==> src/core/sdc_pkg.sv <==
/*
  sdc_pkg: shared constants and types of the synthesizer divider configuration block.
  assumes: included first in compile order; no other package is needed.
*/
`default_nettype none

package sdc_pkg;

  // ----------------------------------------------------------------------------
  // configuration word
  // ----------------------------------------------------------------------------
  localparam int unsigned SDC_M_W    = 9;
  localparam int unsigned SDC_N_W    = 2;
  localparam int unsigned SDC_T_W    = 3;
  localparam int unsigned SDC_SR_W   = 14;
  localparam int unsigned SDC_REF_PRESCALE = 8;

  // serial word layout, first shifted bit ends up highest
  localparam int unsigned SDC_SR_T_LSB = 11;
  localparam int unsigned SDC_SR_N_LSB = 9;
  localparam int unsigned SDC_SR_M_LSB = 0;

  typedef struct packed {
    logic [SDC_T_W-1:0] t;
    logic [SDC_N_W-1:0] n;
    logic [SDC_M_W-1:0] m;
  } sdc_cfg_type;

  // pins float high, so a reset image matches an unloaded part
  localparam sdc_cfg_type SDC_CFG_RESET = '{t: 3'h0, n: 2'h3, m: 9'h1ff};
  localparam logic [SDC_SR_W-1:0] SDC_SR_RESET = 14'h0000;
  // idle pull levels of {oe, xtal, ext ref, ref select, p load, s clock, s data, s load, m, n}
  localparam logic [SDC_M_W+SDC_N_W+7:0] SDC_PIN_IDLE = 19'h4c7ff;

  // ----------------------------------------------------------------------------
  // output divider codes and test selections
  // ----------------------------------------------------------------------------
  localparam logic [SDC_M_W-1:0] SDC_NMOD_1 = 9'h001;
  localparam logic [SDC_M_W-1:0] SDC_NMOD_2 = 9'h002;
  localparam logic [SDC_M_W-1:0] SDC_NMOD_4 = 9'h004;
  localparam logic [SDC_M_W-1:0] SDC_NMOD_8 = 9'h008;
  localparam logic [SDC_M_W-1:0] SDC_TEST_QUARTER = 9'h004;

  typedef enum logic [SDC_T_W-1:0] {
    SDC_T_SHIFT_OUT = 3'h0,
    SDC_T_HIGH      = 3'h1,
    SDC_T_REF       = 3'h2,
    SDC_T_MCOUNT    = 3'h3,
    SDC_T_SYNTH     = 3'h4,
    SDC_T_LOW       = 3'h5,
    SDC_T_BYPASS    = 3'h6,
    SDC_T_SYNTH_DIV4 = 3'h7
  } sdc_test_type;

  // ----------------------------------------------------------------------------
  // reference period measurement
  // ----------------------------------------------------------------------------
  localparam int unsigned SDC_PER_W = 18;
  localparam logic [2:0]  SDC_REF_LAST = 3'h7;

  // ----------------------------------------------------------------------------
  // register port
  // ----------------------------------------------------------------------------
  localparam int unsigned SDC_ADDR_W = 4;
  localparam int unsigned SDC_DATA_W = 32;
  localparam logic [SDC_ADDR_W-1:0] SDC_OFS_CTRL   = 4'h0;
  localparam logic [SDC_ADDR_W-1:0] SDC_OFS_CONFIG = 4'h4;
  localparam logic [SDC_ADDR_W-1:0] SDC_OFS_STATUS = 4'h8;
  localparam logic SDC_CTRL_RESET = 1'b1;

endpackage : sdc_pkg

`default_nettype wire

==> src/core/sdc_div.sv <==
/*
  sdc_div: tick-driven divider; toggles its level after a programmable count of ticks.
  assumes: ticks are single-cycle pulses on i_clk; modulus 0 acts as 1.
*/
`default_nettype none

module sdc_div
  import sdc_pkg::*;
(
  // clock and control
  input  wire logic               i_clk,
  input  wire logic               i_rst_n,
  input  wire logic               i_ce,
  // tick stream and modulus
  input  wire logic               i_tick,
  input  wire logic [SDC_M_W-1:0] i_modulus,
  // divided output
  output logic                    o_level,
  output logic                    o_toggle
);

  logic [SDC_M_W-1:0] count;
  logic [SDC_M_W-1:0] next_count;
  logic               wrap;

  assign next_count = count + 9'h001;
  assign wrap       = (next_count >= i_modulus);
  assign o_toggle   = i_ce && i_tick && wrap;

  always_ff @(posedge i_clk or negedge i_rst_n) begin
    if (!i_rst_n) begin
      count   <= 9'h000;
      o_level <= 1'b0;
    end else if (i_ce && i_tick) begin
      if (wrap) begin
        count   <= 9'h000;
        o_level <= !o_level;
      end else begin
        count <= next_count;
      end
    end
  end

endmodule : sdc_div

`default_nettype wire

==> src/core/sdc_top.sv <==
/*
  sdc_top: configuration and divider logic of a crystal referenced clock synthesizer.
  assumes: all configuration pins and the reference come from outside the clock domain;
  the reference runs far below i_clk/2 and the loop frequency stays below i_clk.
*/
// The address-and-strobe port and the register offsets were left to the implementer.
`default_nettype none

module sdc_top
  import sdc_pkg::*;
(
  // clock, reset, enable
  input  wire logic                  i_clk,
  input  wire logic                  i_rst_n,
  input  wire logic                  i_ce,
  // reference sources
  input  wire logic                  i_xtal_ref,
  input  wire logic                  i_external_reference_in,
  input  wire logic                  i_ref_sel,
  // parallel configuration
  input  wire logic                  i_p_load,
  input  wire logic [SDC_M_W-1:0]    i_m_pins,
  input  wire logic [SDC_N_W-1:0]    i_n_pins,
  // serial configuration
  input  wire logic                  i_s_clock,
  input  wire logic                  i_s_data,
  input  wire logic                  i_s_load,
  // output enable pin
  input  wire logic                  i_oe,
  // register port
  input  wire logic [SDC_ADDR_W-1:0] i_addr,
  input  wire logic [SDC_DATA_W-1:0] i_wdata,
  input  wire logic                  i_wr,
  input  wire logic                  i_rd,
  output logic      [SDC_DATA_W-1:0] o_rdata,
  // synthesizer outputs
  output logic                       o_synth_output,
  output logic                       o_test
);

  // ----------------------------------------------------------------------------
  // reset release and pin synchronisers
  // ----------------------------------------------------------------------------
  logic [1:0] rst_pipe;
  logic       rst_n;

  always_ff @(posedge i_clk or negedge i_rst_n) begin
    if (!i_rst_n) begin
      rst_pipe <= 2'h0;
    end else begin
      rst_pipe <= {rst_pipe[0], 1'b1};
    end
  end
  assign rst_n = rst_pipe[1];

  localparam int unsigned PIN_W = 8 + SDC_M_W + SDC_N_W;
  logic [PIN_W-1:0] pin_meta;
  logic [PIN_W-1:0] pin_sync;
  logic             xtal_s, ext_s, sel_s, pl_s, sclk_s, sdat_s, sl_s, oe_s;
  logic [SDC_M_W-1:0] m_s;
  logic [SDC_N_W-1:0] n_s;

  // first stage feeds only the second; reset to pull levels so release shows no false load
  always_ff @(posedge i_clk or negedge rst_n) begin
    if (!rst_n) begin
      pin_meta <= SDC_PIN_IDLE;
      pin_sync <= SDC_PIN_IDLE;
    end else if (i_ce) begin
      pin_meta <= {i_oe, i_xtal_ref, i_external_reference_in, i_ref_sel, i_p_load, i_s_clock,
                   i_s_data, i_s_load, i_m_pins, i_n_pins};
      pin_sync <= pin_meta;
    end
  end
  assign {oe_s, xtal_s, ext_s, sel_s, pl_s, sclk_s, sdat_s, sl_s, m_s, n_s} = pin_sync;

  // ----------------------------------------------------------------------------
  // serial shift register
  // ----------------------------------------------------------------------------
  logic                sclk_d;
  logic                sclk_rise;
  logic [SDC_SR_W-1:0] shift;

  always_ff @(posedge i_clk or negedge rst_n) begin
    if (!rst_n) begin
      sclk_d <= 1'b0;
    end else if (i_ce) begin
      sclk_d <= sclk_s;
    end
  end
  assign sclk_rise = sclk_s && !sclk_d;
  // msb of each field enters first
  always_ff @(posedge i_clk or negedge rst_n) begin
    if (!rst_n) begin
      shift <= SDC_SR_RESET;
    end else if (i_ce && sclk_rise) begin
      shift <= {shift[SDC_SR_W-2:0], sdat_s};
    end
  end

  // ----------------------------------------------------------------------------
  // configuration latches
  // ----------------------------------------------------------------------------
  sdc_cfg_type cfg;
  sdc_cfg_type shift_cfg;
  assign shift_cfg = '{t: shift[SDC_SR_T_LSB +: SDC_T_W],
                       n: shift[SDC_SR_N_LSB +: SDC_N_W],
                       m: shift[SDC_SR_M_LSB +: SDC_M_W]};

  // transparent while parallel load low; the last value stays at the rise
  // pins map straight to loop and output divider fields
  // serial path only when parallel load is high
  // test bits cleared under parallel load
  // serial path transparent while its load is high
  always_ff @(posedge i_clk or negedge rst_n) begin
    if (!rst_n) begin
      cfg <= SDC_CFG_RESET;
    end else if (i_ce) begin
      if (!pl_s) begin
        cfg <= '{t: 3'h0, n: n_s, m: m_s};
      end else if (sl_s) begin
        cfg <= shift_cfg;
      end
    end
  end

  // ----------------------------------------------------------------------------
  // reference selection and period measurement
  // ----------------------------------------------------------------------------
  logic                 ref_lvl;
  logic                 ref_d;
  logic [2:0]           ref_cnt;
  logic [SDC_PER_W-1:0] per_cnt;
  logic [SDC_PER_W-1:0] per8;

  assign ref_lvl = sel_s ? xtal_s : ext_s;
  // counts clock cycles across eight reference periods, the prescaled reference
  always_ff @(posedge i_clk or negedge rst_n) begin
    if (!rst_n) begin
      ref_d   <= 1'b0;
      ref_cnt <= 3'h0;
      per_cnt <= '0;
      per8    <= '0;
    end else if (i_ce) begin
      ref_d   <= ref_lvl;
      per_cnt <= per_cnt + 18'h00001;
      if (ref_lvl && !ref_d) begin
        ref_cnt <= ref_cnt + 3'h1;
        if (ref_cnt == SDC_REF_LAST) begin
          per8    <= per_cnt;
          per_cnt <= '0;
        end
      end
    end
  end

  // ----------------------------------------------------------------------------
  // loop model: vco half-period ticks at 2*M*fref/8
  // ----------------------------------------------------------------------------
  logic [SDC_PER_W-1:0] acc;
  logic [SDC_PER_W-1:0] acc_sum;
  logic [SDC_PER_W-1:0] acc_diff;
  logic                 vco_tick;
  assign acc_sum  = acc + {{(SDC_PER_W-SDC_M_W-1){1'b0}}, cfg.m, 1'b0};
  assign acc_diff = acc_sum - per8;
  assign vco_tick = (per8 != '0) && (acc_sum >= per8);

  // the rate scales with M over the prescaled reference period
  // a new M only changes the rate; the phase runs on, no restart
  // limitation: the vco saturates at one tick a cycle when 2M exceeds the period
  always_ff @(posedge i_clk or negedge rst_n) begin
    if (!rst_n) begin
      acc <= '0;
    end else if (i_ce) begin
      if (!vco_tick) begin
        acc <= acc_sum;
      end else if (acc_diff >= per8) begin
        acc <= '0;
      end else begin
        acc <= acc_diff;
      end
    end
  end

  // ----------------------------------------------------------------------------
  // dividers
  // ----------------------------------------------------------------------------
  logic               bypass;
  logic               div_tick;
  logic [SDC_M_W-1:0] n_mod;
  logic               n_level;
  logic               n_toggle;
  logic               m_level;
  logic               q_level;
  // serial clock replaces the vco in bypass
  assign bypass   = (cfg.t == SDC_T_BYPASS);
  assign div_tick = bypass ? sclk_rise : vco_tick;

  always_comb begin
    case (cfg.n)
      2'h0:    n_mod = SDC_NMOD_1;
      2'h1:    n_mod = SDC_NMOD_4;
      2'h2:    n_mod = SDC_NMOD_2;
      2'h3:    n_mod = SDC_NMOD_8;
      default: n_mod = SDC_NMOD_1;
    endcase
  end

  sdc_div u_ndiv (
    .i_clk     (i_clk),
    .i_rst_n   (rst_n),
    .i_ce      (i_ce),
    .i_tick    (div_tick),
    .i_modulus (n_mod),
    .o_level   (n_level),
    .o_toggle  (n_toggle)
  );

  sdc_div u_mdiv (
    .i_clk     (i_clk),
    .i_rst_n   (rst_n),
    .i_ce      (i_ce),
    .i_tick    (div_tick),
    .i_modulus (cfg.m),
    .o_level   (m_level),
    .o_toggle  ()
  );

  sdc_div u_qdiv (
    .i_clk     (i_clk),
    .i_rst_n   (rst_n),
    .i_ce      (i_ce),
    .i_tick    (n_toggle),
    .i_modulus (SDC_TEST_QUARTER),
    .o_level   (q_level),
    .o_toggle  ()
  );

  // ----------------------------------------------------------------------------
  // synchronous enable and outputs
  // ----------------------------------------------------------------------------
  logic sw_enable;
  logic oe_eff;
  // enable moves only while the divided clock is low
  always_ff @(posedge i_clk or negedge rst_n) begin
    if (!rst_n) begin
      oe_eff <= 1'b0;
    end else if (i_ce && !n_level) begin
      oe_eff <= oe_s && sw_enable;
    end
  end

  always_ff @(posedge i_clk or negedge rst_n) begin
    if (!rst_n) begin
      o_synth_output <= 1'b0;
    end else if (i_ce) begin
      o_synth_output <= n_level && oe_eff;
    end
  end

  // test pin source from serial test bits
  always_ff @(posedge i_clk or negedge rst_n) begin
    if (!rst_n) begin
      o_test <= 1'b0;
    end else if (i_ce) begin
      case (sdc_test_type'(cfg.t))
        SDC_T_SHIFT_OUT:  o_test <= shift[SDC_SR_W-1];
        SDC_T_HIGH:       o_test <= 1'b1;
        SDC_T_REF:        o_test <= ref_lvl;
        SDC_T_MCOUNT:     o_test <= m_level;
        SDC_T_SYNTH:      o_test <= n_level;
        SDC_T_LOW:        o_test <= 1'b0;
        SDC_T_BYPASS:     o_test <= m_level;
        SDC_T_SYNTH_DIV4: o_test <= q_level;
        default:          o_test <= 1'b0;
      endcase
    end
  end

  // ----------------------------------------------------------------------------
  // register port
  // ----------------------------------------------------------------------------
  always_ff @(posedge i_clk or negedge rst_n) begin
    if (!rst_n) begin
      sw_enable <= SDC_CTRL_RESET;
    end else if (i_ce && i_wr && (i_addr == SDC_OFS_CTRL)) begin
      sw_enable <= i_wdata[0];
    end
  end

  // read data stands for one cycle only, zero otherwise and for unmapped offsets
  always_ff @(posedge i_clk or negedge rst_n) begin
    if (!rst_n) begin
      o_rdata <= '0;
    end else if (i_ce) begin
      o_rdata <= '0;
      if (i_rd) begin
        case (i_addr)
          SDC_OFS_CTRL:   o_rdata <= {31'h0, sw_enable};
          SDC_OFS_CONFIG: o_rdata <= {18'h0, cfg};
          SDC_OFS_STATUS: o_rdata <= {28'h0, pl_s, sel_s, oe_eff, bypass};
          default:        o_rdata <= '0;
        endcase
      end
    end
  end
endmodule : sdc_top

`default_nettype wire

==> config.mk <==
export PLATFORM = sky130hd
export DESIGN_NAME = sdc_top
export DESIGN_NICKNAME = d
export VERILOG_FILES = /design/src/core/sdc_pkg.sv /design/src/core/sdc_div.sv /design/src/core/sdc_top.sv
export SDC_FILE = /design/constraint.sdc
export NUM_CORES = 1
export LEC_CHECK = 0
export CAP_MARGIN = 20
export CORE_MARGIN = 2
export CORE_UTILIZATION = 47
export CTS_CLUSTER_SIZE = 8
export DETAILED_ROUTE_END_ITERATION = 10
export DONT_BUFFER_PORTS = 1
export GPL_TIMING_DRIVEN = 0
export PLACE_DENSITY = 0.65
export REMOVE_ABC_BUFFERS = 1
export SETUP_SLACK_MARGIN = 0.4
export SYNTH_ARGS = -nofsm -noshare
export SYNTH_HDL_FRONTEND = slang
export SYNTH_SLANG_ARGS = --single-unit
==> constraint.sdc <==
create_clock -name i_clk -period 6.5 [get_ports i_clk]
set_input_delay 1.3 -clock i_clk [delete_from_list [all_inputs] [get_ports i_clk]]
set_output_delay 1.3 -clock i_clk [all_outputs]
set_load 0.03 [all_outputs]
==> flow_metrics.py, run 1 <==
metrics = {
    "synth": {
        "async_reset_ff_share_pct": 100,
        "yosysTopAreaCell": "dfrtp_1",
        "synth-seq-cells": 175,
        "syn_area_mm2": 0.00985,
        "synth_edf_count": 0,
        "avgSynthCellArea_um2": 10.0,
        "ys_warn_count": 0,
        "yosys-top-cells-area": "dfrtp_1 34%, dfstp_2 11%, ha_1 8.3%, mux2_2 6.3%, nand2_1 3.5%",
        "ys_types": 64,
        "synth_top_area_share_pct": 34.3,
        "syn_inst": 985,
        "synthMostInstantiatedCell": "dfrtp_1",
        "synth_seq_area_share_pct": 45.0,
        "synth_flop_cell": "dfrtp_1",
        "synth_common_cells": "135 x dfrtp_1, 92 x nand2_1, 74 x nor2_1, 65 x ha_1, 61 x o21ai_0",
    },
    "global_routing": {
        "grt_max_degree": 93,
        "grt_pass1_wl_mm": 33.9,
        "met2_usage_pct": 30.7,
        "grt_use_total_pct": 19.2,
        "grt_pass1_vias": 6665,
        "busiest_layer": "met2",
        "grt_util_met1_pct": 26.9,
        "use_met3_pct": 3.79,
        "antenna_found_initial": 0,
        "globalRouteOverflowTotal": 0,
    },
    "setup_path": {
        "startpoint_type": "flop",
        "max_stage_delay_ns": 0.60,
        "required_ns": 6.87,
        "worstPathMaxFanout": 16,
        "worstSetupPathType": "flop to flop",
        "crit_chain": "ha_1 -> inv_1 -> fa_1 -> nor2b_1 -> o31a_1 -> nor2_1 -> o31a_1 -> xnor2_1 -> ha_1 -> nand2_1 -> or3_1 -> a311oi_1 -> a31oi_1 -> xnor2_1 -> ha_1 -> nand4_1 -> a21oi_1 -> a211oi_1 -> o31a_2 -> and2_1 -> a221oi_1 -> nor2_1",
        "cp_common_cell": "ha_1",
        "r2r_slack_ns": 0.82,
        "worst_path_max_delay_cell": "dfstp_2",
        "end_kind": "flop",
        "cp.arrival_ns": 6.05,
    },
    "clocking": {
        "cts_tree": "yes",
        "cts_buffer_depth": 2,
        "cts_inserted_buffers": 17,
        "postCtsHoldBufs": 0,
        "clock_sinks": 175,
        "cts-htree-levels": 4,
        "clock_latency_ns": 0.44,
        "cts-root-buf": "clkbuf_16",
        "cts.clk_slew.worst_paths_ns": 0.08,
    },
    "finish": {
        "antenna_cells": 0,
        "utilization_pct": 52.2,
        "drive_above_1_share_pct": 15.3,
        "fin_nets": 1098,
        "fill_cells": 1878,
        "syn2layout_area_growth_pct": 8.27,
    },
    "placed_design": {
        "place_congestion": 0.850,
        "portBuffers": 0,
        "hpwl_mm": 14.0,
    },
    "drt": {
        "num_vias": 6870,
        "drt-initial-drc-count": 345,
        "totalWireLength_mm": 20.0,
        "drtPass1Iterations": 4,
        "ant_nets": 0,
        "wire_per_inst_um": 15.9,
        "via_per_inst": 5.48,
        "drc_errors": 0,
    },
    "sta": {
        "setup_viol": 0,
        "hold_viol": 0,
        "min_period_ns": 5.68,
        "drv_slew": 0,
        "rsz0062_at_grt": "true",
        "period_share_pct": 87.4,
        "fin_worst_skew_ns": 0.0197,
        "relSlewSlack_pct": 39.9,
        "clock.fmax_mhz": 176,
        "worst_pin_slew_ns": 0.900,
    },
    "floorplanning": {
        "io_pins": 94,
        "fp.dieW_um": 149,
        "row_count": 52,
        "initial_core_util_pct": 48.2,
        "die-height_um": 149,
        "die_area_mm2": 0.0221,
        "core_area_mm2": 0.0204,
    },
    "run_status": {
        "status": "completed",
    },
    "min_path": {
        "hold_class": "flop to flop",
    },
    "run": {
        "maxCapViolCount": 0,
    },
}
-- cells in the final DEF (no fill, tap or decap), types with 4 or more instances in the layout --
master     count
and3_1        18
and2_1         9
inv_8          4
a22o_1        10
nor2_1        73
clkbuf_16     17
mux2i_1       17
a31oi_1       17
a311oi_1       4
dfstp_2       40
nand2b_1      13
dfrtp_1      134
a211oi_1       4
nand2_1       92
nor4_1         7
nor3_1        13
o31ai_1        8
o2bb2ai_1      5
o21ai_1        7
clkinv_8       6
a21oi_1       41
mux2_2        55
inv_1         46
o22ai_1        4
nand4_1       15
xor2_1        27
ha_1          65
xnor2_1       32
nor2b_1       12
a21o_1        12
nand3_1       27
conb_1        19
o21ai_0       61
o21a_1         6
-- registers in the layout (all words and copies together), names as in the netlist, 2 cells and up --
name and count:
acc 18, pin_sync 19, rst_pipe 2, u_ndiv.count 9, cfg 14, shift 14
o_rdata 14, per_cnt 18, ref_cnt 3, pin_meta 19, u_mdiv.count 9, u_qdiv.count 9
per8 18
-- layout make-up --
type,count,area (um2),area share [%]
timing repair buffer,4,77.6,0.727
clock inverter,15,185,1.74
tap,270,338,3.17
clock buffer,17,425,3.99
inverter,47,176,1.65
sequential,175,4430,41.6
multi-input combinational,726,5030,47.2
-- final timing paths --
| kind | from | to | depth (start not counted) |
|---|---|---|---|
| min in group asynchronous | rst_pipe[1] | per_cnt[0] | 0 |
| worst max-delay path | cfg[0] | acc[15] | 22 |
| max in group asynchronous | rst_pipe[1] | cfg[9] | 2 |
| worst min register to register | rst_pipe[0] | rst_pipe[1] | 0 |
| worst max register to register | cfg[0] | acc[15] | 22 |
| worst min-delay path | rst_pipe[0] | rst_pipe[1] | 0 |
-- kinds of logic (layout without fill, tap and decap cells) --
group	Yosys count	in the layout	share of synthesized area, %
simple gates	300	300	14.7
compound gates	209	209	13.5
flops	175	175	45.0
buf+inv	101	83	4.80
mux	72	72	8.02
fa+ha+maj	67	67	8.66
xor+xnor	59	59	5.25
other cells	2	19	0.0762
-- metal layers --
layer / vias to the layer above / wire (um)
met5: - / 0
met4: 0 / 249
met3: 19 / 937
met2: 119 / 9200
met1: 3308 / 9590
li1: 3424 / -
-- critical path: cells and delay by family, from the launching register on --
| kind | cells | cell delay (ns) |
|---|---|---|
| adder cells (fa/ha/maj) | 4 | 1.37 |
| AND/OR/NAND/NOR | 7 | 1.25 |
| buffers and inverters | 1 | 0.06 |
| AO/OA/AOI/OAI | 8 | 1.88 |
| flip-flops | 1 | 0.60 |
| XOR/XNOR | 2 | 0.43 |
-- stage by stage --
| stage | hold WS (ns) | area [um2] | std cells | setup TNS (ns) | worst slack [ns] |
|---|---|---|---|---|---|
| 3_5_place_dp | 0.342 | 10100 | 1222 | 0 | 0.681 |
| 5_1_grt | 0.392 | 10700 | 1254 | 0 | 0.354 |
| 3_3_place_gp | 0.336 | 9950 | 1218 | -101.60 | -0.783 |
| 2_1_floorplan | 0.331 | 9620 | 948 | 0 | 1.33 |
| 4_1_cts | 0.368 | 10700 | 1254 | 0 | 0.597 |
| 6_report | 0.365 | 10700 | 1254 | 0 | 0.819 |
-- timing repair --
action	CTS	global route
gates resized for setup	0	2
setup endpoints to repair	0	23
setup buffers	0	0
Power of run 1 is not shown: default switching activity piles up to over one toggle a cycle in this logic, so the estimate is an artifact.
==> run 2, diff against run 1 <==
==> constraint.sdc (replaced) <==
create_clock -name i_clk -period 6.8 [get_ports i_clk]
set_input_delay 1.36 -clock i_clk [delete_from_list [all_inputs] [get_ports i_clk]]
set_output_delay 1.36 -clock i_clk [all_outputs]
set_load 0.03 [all_outputs]
==> flow_metrics.py, run 2 (synthesized netlist as in run 1, its figures left out) <==
metrics = {
    "finish": {
        "final_cell_area_mm2": 0.0107,
        "final_cell_mix": "134 x dfrtp_1, 92 x nand2_1, 73 x nor2_1",
        "drive_above_1_share_pct": 15.2,
        "fin_nets": 1098,
        "reg_top3": "pin_meta: 19 flops, pin_sync: 19 flops",
        "fill_cells": 1879,
        "layout_commonest_cell": "dfrtp_1",
        "syn2layout_area_growth_pct": 8.26,
        "antenna_cells": 0,
    },
    "setup_path": {
        "path_buf_inv": 1,
        "max_stage_delay_ns": 0.60,
        "cp.arrival_ns": 6.04,
        "startpoint_type": "flop",
        "crit_chain": "ha_1 -> inv_1 -> fa_1 -> nor2b_1 -> o31a_1 -> nor2_1 -> o31a_1 -> xnor2_1 -> ha_1 -> nand2_1 -> or3_1 -> a311oi_1 -> a31oi_1 -> xnor2_1 -> ha_1 -> nand4_1 -> a21oi_1 -> a211oi_1 -> o31a_2 -> and2_1 -> a221oi_1 -> nor2_1",
        "required_ns": 7.17,
        "critPathTopFamily": "compound AO/OA/AOI/OAI gates",
        "worst_path_max_delay_cell": "dfstp_2",
        "end_kind": "flop",
        "worstPathMaxFanout": 16,
        "cp_common_cell": "ha_1",
        "worstSetupPathType": "flop to flop",
    },
    "floorplanning": {
        "row_count": 52,
        "io_pins": 94,
        "core_area_mm2": 0.0204,
        "die_area_mm2": 0.0221,
        "die-height_um": 149,
        "initial_core_util_pct": 48.2,
        "fp.dieW_um": 149,
    },
    "drt": {
        "via_per_inst": 5.48,
        "ant_nets": 0,
        "totalWireLength_mm": 20.0,
        "drc_errors": 0,
        "num_vias": 6876,
        "drtPass1Iterations": 7,
        "wire_per_inst_um": 16.0,
        "drt-initial-drc-count": 347,
    },
    "global_routing": {
        "globalRouteOverflowTotal": 0,
        "grt_pass1_wl_mm": 33.9,
        "antenna_found_initial": 0,
        "grt_pass1_vias": 6665,
        "grt_max_degree": 93,
        "grt_use_total_pct": 19.2,
    },
    "min_path": {
        "hold_class": "flop to flop",
    },
    "clocking": {
        "cts-root-buf": "clkbuf_16",
        "clock_latency_ns": 0.44,
        "postCtsHoldBufs": 0,
        "cts_buffer_depth": 2,
        "cts_tree": "yes",
        "cts_resized": 0,
        "clock_sinks": 175,
        "cts_inserted_buffers": 17,
        "cts-htree-levels": 4,
        "cts.clk_slew.worst_paths_ns": 0.08,
        "post_cts_buffers": 0,
    },
    "placed_design": {
        "hpwl_mm": 14.0,
        "portBuffers": 0,
        "place_congestion": 0.850,
        "dpl_cell_area_mm2": 0.0101,
    },
    "sta": {
        "rsz0062_at_grt": "false",
        "period_share_pct": 83.5,
        "clock.fmax_mhz": 176,
        "fin_worst_skew_ns": 0.0174,
        "setup_viol": 0,
        "hold_slack_ns": 0.365,
        "relSlewSlack_pct": 39.6,
        "hold_viol": 0,
        "worst_pin_slew_ns": 0.904,
        "min_period_ns": 5.68,
        "drv_slew": 0,
    },
    "run_status": {
        "status": "completed",
    },
    "run": {
        "maxCapViolCount": 0,
    },
}
==> run 2: cell counts in the layout (fill, tap and decap cells not counted) <==
Identical to the previous run, type by type.
==> run 2: metrics by stage <==
stage	setup WS [ns]	instances	utilization [%]	TNS (ns)
2_1_floorplan	1.63	948	-	0
3_3_place_gp	-0.483	1218	48.7	-61.70
3_5_place_dp	0.981	1222	49.2	0
4_1_cts	0.897	1254	52.2	0
5_1_grt	0.644	1254	52.2	0
6_report	1.12	1254	52.2	0
==> run 2: path summary, 6_finish.rpt <==
path / start / to / slack [ns] / cells past startpoint
max: cfg[0] / acc[15] / 1.12 / 22
min: rst_pipe[0] / rst_pipe[1] / 0.36 / 0
max reg2reg: cfg[0] / acc[15] / 1.12 / 22
max in group asynchronous: rst_pipe[1] / cfg[9] / 5.19 / 2
min reg2reg: rst_pipe[0] / rst_pipe[1] / 0.36 / 0
min in group asynchronous: rst_pipe[1] / per_cnt[0] / 0.47 / 0
==> run 2: area by class of cell <==
type / instances / area (um2) / area share (%)
multi-input combinational: 726 / 5030 / 47.1
sequential: 175 / 4430 / 41.6
clock buffer: 17 / 425 / 3.99
tap: 270 / 338 / 3.17
clock inverter: 15 / 185 / 1.74
inverter: 47 / 176 / 1.65
timing repair buffer: 4 / 77.6 / 0.728
==> run 2: layer usage <==
layer / share of wire, % / global-route usage (%) / wire (um)
met2: 46 / 30.7 / 9220
met4: 1.0 / 5.24 / 209
met1: 49 / 26.9 / 9860
met3: 3.7 / 3.79 / 745
met5: 0 / 0 / 0
Power of run 2 is left out for the same reason.
